--- src/hw/ihc_pkg.sv ---
// package: register map, field layout and timing constants of the irq hold-off block
package ihc_pkg;
   // register offsets on the device register port
   localparam logic [7:0] IHC_OFS_CFG      = 8'h54;
   localparam logic [7:0] IHC_OFS_STATUS   = 8'h58;
   // interrupt_output_config field positions
   localparam int         IHC_CFG_INTV_LSB = 24;
   localparam int         IHC_CFG_RESTART  = 14;
   localparam int         IHC_CFG_ACTIVE   = 13;
   localparam int         IHC_CFG_MASTER   = 12;
   localparam int         IHC_CFG_ENABLE   = 8;
   localparam int         IHC_CFG_POL      = 4;
   localparam int         IHC_CFG_TYPE     = 0;
   // interrupt_status bit of the power event source
   localparam int         IHC_PWR_EVT_BIT  = 17;
   // reset values
   localparam logic [31:0] IHC_STATUS_RST  = 32'h0000_0000;
   localparam logic [7:0]  IHC_INTV_RST    = 8'h00;
   // hold-off step timing
   localparam int         IHC_CLK_MHZ      = 100;
   localparam int         IHC_STEP_US      = 10;
   localparam int         IHC_STEP_CYCLES  = IHC_STEP_US * IHC_CLK_MHZ;
   localparam logic [9:0] IHC_STEP_LAST    = 10'(IHC_STEP_CYCLES - 1);
   localparam logic [9:0] IHC_TICK_RST     = 10'h000;

   // software-writable configuration fields
   typedef struct packed {
      logic [7:0] interval;   // hold-off length in steps
      logic       irqEnable;  // pin enable
      logic       polarity;   // 1 = active high
      logic       bufType;    // 1 = push-pull, 0 = open drain
   } ihc_cfg_t;

   // one register port request
   typedef struct packed {
      logic        sel;       // access this cycle
      logic        write;     // 1 = write, 0 = read
      logic [7:0]  addr;      // byte offset
      logic [31:0] wdata;     // write data
   } ihc_reg_req_t;

   localparam ihc_cfg_t IHC_CFG_RST = '{interval: 8'h00, irqEnable: 1'b0,
                                        polarity: 1'b0, bufType: 1'b0};
endpackage

--- src/hw/ihc_top.sv ---
// module: host interrupt pin conditioning with hold-off interval and status acknowledge
// Functional notes
// interval equals field value times ten microseconds
// withhold pin during interval, deliver otherwise
// zero interval disables, resets, issues pending
// new nonzero interval applies to later interrupts
// power event interrupt bypasses the interval
// restart bit clears counter, begins fresh interval
// status bit shows interval active, resets zero
// master bit mirrors internal interrupt line
// enable clear keeps pin deasserted always
// polarity zero active low, one active high
// buffer bit selects open drain or push-pull
// open drain ignores polarity, asserts low
// writing one clears status bit, zero keeps
// interval starts when pin assertion ends
// pending line asserts pin when interval expires
`timescale 1ns/1ps
`default_nettype none
module ihc_top (
   // clock and reset
   input  wire logic                  clk_sys,
   input  wire logic                  rst,
   // register port
   input  wire ihc_pkg::ihc_reg_req_t regReq,
   output var  logic [31:0]           regRdData_r,
   output var  logic                  regAck_r,
   // interrupt sources
   input  wire logic [31:0]           srcEvent,
   input  wire logic [31:0]           srcEnable,
   // interrupt pin
   output var  logic                  irqOut_r,
   output var  logic                  irqOeN_r
);
   import ihc_pkg::*;

   ihc_cfg_t    cfg_r;          // configuration fields
   logic [31:0] status_r;       // sticky interrupt status
   logic        holdoffActive_r; // interval running
   logic [9:0]  tickCnt_r;      // cycles within one step
   logic [7:0]  stepCnt_r;      // steps elapsed
   logic        asserted_r;     // logical pin assertion
   logic        cfgWrite;       // config write this cycle
   logic        statusWrite;    // status write this cycle
   logic        regRead;        // read this cycle
   logic        restartReq;     // restart command
   logic        zeroWrite;      // interval written with zero
   logic [7:0]  newInterval;    // written interval value
   logic        irqLine;        // internal master line
   logic        pmeLine;        // power event source active
   logic        assertReq;      // pin should assert
   logic        startInterval;  // assertion just ended
   logic        stepDone;       // one step elapsed
   logic        intervalDone;   // last step elapsed

   // access decode
   assign cfgWrite    = regReq.sel && regReq.write && (regReq.addr == IHC_OFS_CFG);
   assign statusWrite = regReq.sel && regReq.write && (regReq.addr == IHC_OFS_STATUS);
   assign regRead     = regReq.sel && !regReq.write;
   assign newInterval = regReq.wdata[IHC_CFG_INTV_LSB +: 8];
   assign restartReq  = cfgWrite && regReq.wdata[IHC_CFG_RESTART];
   assign zeroWrite   = cfgWrite && (newInterval == 8'h00);

   // internal lines
   assign irqLine = |(status_r & srcEnable);
   assign pmeLine = status_r[IHC_PWR_EVT_BIT] && srcEnable[IHC_PWR_EVT_BIT];
   // assertion request: held off except for power event
   assign assertReq = cfg_r.irqEnable && ((irqLine && !holdoffActive_r) || pmeLine);
   assign startInterval = asserted_r && !assertReq;
   assign stepDone      = holdoffActive_r && (tickCnt_r == IHC_STEP_LAST);
   assign intervalDone  = stepDone && ((stepCnt_r + 8'h01) >= cfg_r.interval);

   // configuration register
   always_ff @(posedge clk_sys) begin
      if (rst) begin
         cfg_r <= IHC_CFG_RST;
      end else if (cfgWrite) begin
         cfg_r.interval  <= newInterval;
         cfg_r.irqEnable <= regReq.wdata[IHC_CFG_ENABLE];
         cfg_r.polarity  <= regReq.wdata[IHC_CFG_POL];
         cfg_r.bufType   <= regReq.wdata[IHC_CFG_TYPE];
      end
   end

   // sticky status, a new event wins over an acknowledge
   always_ff @(posedge clk_sys) begin
      if (rst) begin
         status_r <= IHC_STATUS_RST;
      end else begin
         // write one clears, zero keeps
         status_r <= (status_r & ~(statusWrite ? regReq.wdata : 32'h0000_0000)) | srcEvent;
      end
   end

   // hold-off interval state
   always_ff @(posedge clk_sys) begin
      if (rst) begin
         holdoffActive_r <= 1'b0;
      end else if (zeroWrite) begin
         // disable and release pending interrupts
         holdoffActive_r <= 1'b0;
      end else if (restartReq || (startInterval && cfg_r.interval != 8'h00)) begin
         holdoffActive_r <= 1'b1;
      end else if (intervalDone) begin
         holdoffActive_r <= 1'b0;
      end
   end

   // step and tick counters
   always_ff @(posedge clk_sys) begin
      if (rst) begin
         tickCnt_r <= IHC_TICK_RST;
         stepCnt_r <= 8'h00;
      end else if (zeroWrite || restartReq || startInterval || !holdoffActive_r) begin
         // fresh interval starts from zero
         tickCnt_r <= IHC_TICK_RST;
         stepCnt_r <= 8'h00;
      end else if (stepDone) begin
         tickCnt_r <= IHC_TICK_RST;
         stepCnt_r <= stepCnt_r + 8'h01;
      end else begin
         tickCnt_r <= tickCnt_r + 10'h001;
      end
   end

   // pin drive, registered
   always_ff @(posedge clk_sys) begin
      if (rst) begin
         asserted_r <= 1'b0;
         irqOut_r   <= 1'b0;
         irqOeN_r   <= 1'b1;
      end else begin
         asserted_r <= assertReq;
         if (cfg_r.bufType) begin
            // push-pull, polarity selects level
            irqOut_r <= assertReq ? cfg_r.polarity : !cfg_r.polarity;
            irqOeN_r <= 1'b0;
         end else begin
            // open drain, pull low only when asserted
            irqOut_r <= 1'b0;
            irqOeN_r <= !assertReq;
         end
      end
   end

   // read data and acknowledge
   always_ff @(posedge clk_sys) begin
      if (rst) begin
         regRdData_r <= 32'h0000_0000;
         regAck_r    <= 1'b0;
      end else begin
         regAck_r <= regReq.sel;
         if (regRead && regReq.addr == IHC_OFS_CFG) begin
            regRdData_r <= {cfg_r.interval, 10'h000, holdoffActive_r, irqLine,
                            3'h0, cfg_r.irqEnable, 3'h0, cfg_r.polarity,
                            3'h0, cfg_r.bufType};
         end else if (regRead && regReq.addr == IHC_OFS_STATUS) begin
            regRdData_r <= status_r;
         end else begin
            // unmapped and writes read zero
            regRdData_r <= 32'h0000_0000;
         end
      end
   end

   // helper: cycles spent in the current interval
   logic [19:0] activeCycles_r;
   // cleared on the events that also clear the step counters except a zero write (cleared one cycle later), else a
   // re-started interval would be charged with the cycles of the old one
   always_ff @(posedge clk_sys) begin
      if (rst || !holdoffActive_r || restartReq || startInterval) begin
         activeCycles_r <= 20'h00000;
      end else begin
         activeCycles_r <= activeCycles_r + 20'h00001;
      end
   end

   // interval never outlasts field times step length
   property p_intervalLen;
      @(posedge clk_sys) disable iff (rst)
      holdoffActive_r |-> (activeCycles_r < 20'(cfg_r.interval) * 20'(IHC_STEP_CYCLES));
   endproperty
   a_intervalLen: assert property (p_intervalLen) else $error("interval too long");

   // no delivery while held off
   property p_withhold;
      @(posedge clk_sys) disable iff (rst)
      (holdoffActive_r && !pmeLine) |=> !asserted_r;
   endproperty
   a_withhold: assert property (p_withhold) else $error("pin asserted in hold-off");

   // zero write ends the interval
   property p_zeroWrite;
      @(posedge clk_sys) disable iff (rst)
      zeroWrite |=> !holdoffActive_r ##1 (asserted_r == $past(cfg_r.irqEnable && irqLine));
   endproperty
   a_zeroWrite: assert property (p_zeroWrite) else $error("zero interval not released");

   // power event not delayed
   property p_pmeBypass;
      @(posedge clk_sys) disable iff (rst)
      (pmeLine && cfg_r.irqEnable) |=> asserted_r;
   endproperty
   a_pmeBypass: assert property (p_pmeBypass) else $error("power event delayed");

   // restart begins a fresh interval
   property p_restart;
      @(posedge clk_sys) disable iff (rst)
      (restartReq && !zeroWrite) |=> (holdoffActive_r && tickCnt_r == IHC_TICK_RST
                                       && stepCnt_r == 8'h00);
   endproperty
   a_restart: assert property (p_restart) else $error("restart not fresh");

   // status bit follows interval state
   property p_statusRead;
      @(posedge clk_sys) disable iff (rst)
      (regRead && regReq.addr == IHC_OFS_CFG) |=>
         (regRdData_r[IHC_CFG_ACTIVE] == $past(holdoffActive_r)
          && regRdData_r[IHC_CFG_MASTER] == $past(irqLine));
   endproperty
   a_statusRead: assert property (p_statusRead) else $error("config readback wrong");

   // disabled pin stays deasserted
   property p_disabled;
      @(posedge clk_sys) disable iff (rst)
      !cfg_r.irqEnable |=> (!asserted_r && (irqOeN_r || irqOut_r != $past(cfg_r.polarity)));
   endproperty
   a_disabled: assert property (p_disabled) else $error("disabled pin asserted");

   // open drain only ever pulls low
   property p_openDrain;
      @(posedge clk_sys) disable iff (rst)
      !cfg_r.bufType |=> (irqOut_r == 1'b0 && irqOeN_r == !$past(assertReq));
   endproperty
   a_openDrain: assert property (p_openDrain) else $error("open drain misdriven");

   // acknowledge clears the written bit
   property p_ack;
      @(posedge clk_sys) disable iff (rst)
      (statusWrite && regReq.wdata[0] && !srcEvent[0]) |=> !status_r[0];
   endproperty
   a_ack: assert property (p_ack) else $error("acknowledge did not clear");

   // end of assertion starts the interval
   property p_startHold;
      @(posedge clk_sys) disable iff (rst)
      (startInterval && cfg_r.interval != 8'h00 && !cfgWrite) |=> holdoffActive_r;
   endproperty
   a_startHold: assert property (p_startHold) else $error("interval did not start");
endmodule
`default_nettype wire

--- config.mk ---
export PLATFORM = sky130hd
export DESIGN_NAME = ihc_top
export DESIGN_NICKNAME = d
export VERILOG_FILES = /design/src/hw/ihc_pkg.sv /design/src/hw/ihc_top.sv
export SDC_FILE = /design/constraint.sdc
export NUM_CORES = 1
export LEC_CHECK = 0
export ABC_AREA = 1
export BUFFER_PORTS_ARGS = -buffer_cell sky130_fd_sc_hd__buf_2
export CAP_MARGIN = 20
export CORE_UTILIZATION = 40
export CTS_CLUSTER_DIAMETER = 150
export CTS_CLUSTER_SIZE = 28
export DETAILED_ROUTE_END_ITERATION = 7
export HOLD_SLACK_MARGIN = 0.03
export PLACE_DENSITY = 0.76
export SETUP_SLACK_MARGIN = 0.1
export SYNTH_ARGS = -nofsm -noshare
export SYNTH_HDL_FRONTEND = slang
export SYNTH_SLANG_ARGS = --single-unit
--- constraint.sdc ---
create_clock -name clk_sys -period 2.25 [get_ports clk_sys]
set_input_delay 0.45 -clock clk_sys [delete_from_list [all_inputs] [get_ports clk_sys]]
set_output_delay 0.45 -clock clk_sys [all_outputs]
set_load 0.02 [all_outputs]
==> flow_summary.json <==
{
  "power.leakage_nw": 2.45,
  "grt_pass1_wl_mm": 17.8,
  "grt.total_usage_pct": 22.4,
  "dieArea_mm2": 0.0105,
  "diodes": 0,
  "startpoint_type": "register",
  "max_slew_margin_pct": 69.7,
  "fin_nets": 798,
  "worstMarginPinSlew_ns": 0.453,
  "post_drt_wl_per_cell_um": 13.9,
  "gp_congestion": 0.887,
  "num_rows": 36,
  "avgViaCountPerCell": 4.90,
  "ant_nets": 0,
  "fin_crit_ns": 2.07,
  "yosysWarnings": 0,
  "clk_pin_slew_worst_paths_ns": 0.10,
  "tns_ns": 0,
  "synth_seq_cells": 98,
  "grt_max_degree": 42,
  "fin_crit_sh_pct": 92.0,
  "synth_area_leader_cell": "dfxtp_1",
  "vias": 4008,
  "cp_top_family": "simple AND/OR/NAND/NOR gates",
  "drc_errors": 0,
  "slowest_delay_ns": 0.34,
  "hp-class": "input pin to register",
  "worst_path_max_delay_cell": "dfxtp_2",
  "critical_path_class": "register to register",
  "fp.dieH_um": 102,
  "hold_violations": 0,
  "worst_hold_slack_ns": 0.274,
  "timing.final.max_slew_violations": 0,
  "clk_path_buf_depth": 2,
  "drt_pass1_iterations": 4,
  "drt-initial-drc-count": 173,
  "route.met2.wl_mm": 5.55,
  "powerDensity_mw_per_mm2": 621,
  "crit_arrival_ns": 2.35,
  "place_hpwl_mm": 8.70,
  "numCtsBuffers": 9,
  "cp_common_cell": "nand2_1",
  "yosysSeqAreaShare_pct": 48.8,
  "port_buffers": 142,
  "endpoint_kind": "register",
  "path_cells": "inv_1 > nor2_4 > buf_4 > xnor2_1 > inv_1 > ha_1 > nand2_1 > o21ai_0 > nand2_1 > o2111ai_2 > nand2_1 > nand3_1 > nand2_1",
  "drive_above_1_share_pct": 26.6,
  "synth_cells": 533,
  "status": "finished, final reports clean",
  "wl_met1_mm": 4.60,
  "top_layer": "met4",
  "cts_tree": "done",
  "avgSynthCellArea_um2": 7.54,
  "worst-path-buf-inv": 3,
  "overflow": 0,
  "cp.required_ns": 2.53,
  "synthDistinctLibCells": 25,
  "final_common_cell": "buf_2",
  "routed_wl_mm": 11.4,
  "mostFrequentLayoutCells": "buf_2, dfxtp_1, nor2_1",
  "setup_violations": 0,
  "skew_ns": 0.0126,
  "maxCapViolations": 0,
  "critPathMaxFanout": 3,
  "syn_area_mm2": 0.00402,
  "num_io_pins": 143,
  "start_util_pct": 41.1,
  "coreArea_mm2": 0.00977,
  "grt_pass1_vias": 3865,
  "antenna_found_initial": 0,
  "cts.sinks": 98,
  "syn-num-nets": 651,
  "power_mw": 3.20,
  "htree_levels": 3,
  "clock_latency_ns": 0.37,
  "peakVddDrop_mv": 0.366,
  "max_freq_mhz": 483,
  "route.met3.wl_um": 726,
  "dieWidth_um": 102,
  "area_growth_pct": 28.0,
  "synth_top_area_share_pct": 48.8,
  "cts_root_buf": "clkbuf_8",
  "synth_area_leaders": "dfxtp_1, nor2_1, nand2_1"
}
==> layer usage <==
layer | GRT usage [%] | vias to the layer above
met5 | 0 | -
met4 | 14.0 | 0
met3 | 5.20 | 36
met2 | 38.2 | 152
met1 | 25.4 | 1824
li1 | - | 1996
==> worst reg2reg max path, delay by kind of cell (launching register included) <==
family                     cells  cell delay, ns
AOI/OAI and AO/OA              2            0.34
adders and majority gates      1            0.30
buffers and inverters          3            0.35
and+or+nand+nor                6            0.42
xor gates and xnor gates       1            0.23
DFF                            1            0.34
==> per-stage QoR <==
| stage | std cells | area, µm² | utilization, % | setup slack [ns] |
|---|---|---|---|---|
| detailed placement | 799 | 4890 | 50.0 | 0.108 |
| global route | 818 | 5140 | 52.6 | -0.00261 |
| global placement | 799 | 4890 | 50.0 | 0.188 |
| finish | 818 | 5140 | 52.6 | 0.179 |
| floorplan | 533 | 4020 | - | 0.298 |
| CTS | 815 | 5090 | 52.0 | 0.140 |
==> cell usage after synthesis (all sizes together) <==
master / count
nand2: 89
nor4: 5
a21oi: 52
xnor2: 4
xor2: 11
nand4: 5
buf: 6
o22ai: 7
nand3: 44
o21ai: 13
nand3b: 2
clkinv: 1
ha: 10
dfxtp: 98
clkbuf: 12
o2111ai: 1
o32ai: 5
mux2i: 1
nor3: 4
nor2: 93
inv: 70
==> registers in the layout (all words and copies together), names as in the netlist <==
register         flops
irqOeN_r             1
irqOut_r             1
regAck_r             1
holdoffActive_r      1
status_r            32
regRdData_r         32
tickCnt_r           10
asserted_r           1
cfg_r               11
stepCnt_r            8
==> final timing paths <==
| check | from | endpoint | slack [ns] | cells after the start |
|---|---|---|---|---|
| max | stepCnt_r[0] | holdoffActive_r | 0.18 | 13 |
| min | srcEvent[18] | status_r[18] | 0.27 | 3 |
| max reg2reg | stepCnt_r[0] | holdoffActive_r | 0.18 | 13 |
| min reg2reg | status_r[1] | regRdData_r[1] | 0.45 | 2 |
==> where the power goes <==
group | internal, mW | switching, mW
combinational | 0.118 | 0.133
sequential | 1.78 | 0.0341
clock | 0.516 | 0.617
total | 2.41 | 0.785
==> cell families (layout without fill, tap and decap cells) <==
family                     Yosys count  in the layout  synth area share, %
adders and majority gates           10             10                 3.11
muxes                                1              1                0.249
AOI/OAI and AO/OA                   78             78                 10.5
DFF                                 98             98                 48.8
buffers and inverters               89            241                 8.50
and+or+nand+nor                    242            242                 25.6
xor gates and xnor gates            15             15                 3.27
==> timing repair <==
item / CTS / global route
hold buffers: 0 / 0
gates cloned: 0 / 0
setup endpoints to repair: 1 / 1
gates resized for setup: 3 / 7
hold endpoints to repair: 0 / 0
setup buffers: 0 / 3
pin swaps: 1 / 4
==> final cells by class <==
type                            count  area, µm²
Fill cell                         948       4630
Sequential cell                    98       1970
Multi-Input combinational cell    346       1750
Timing Repair Buffer              154        801
Inverter                           71        267
Tap cell                          133        166
Clock buffer                       10        128
Clock inverter                      6       65.1
Power figures use the tool's default switching activity.
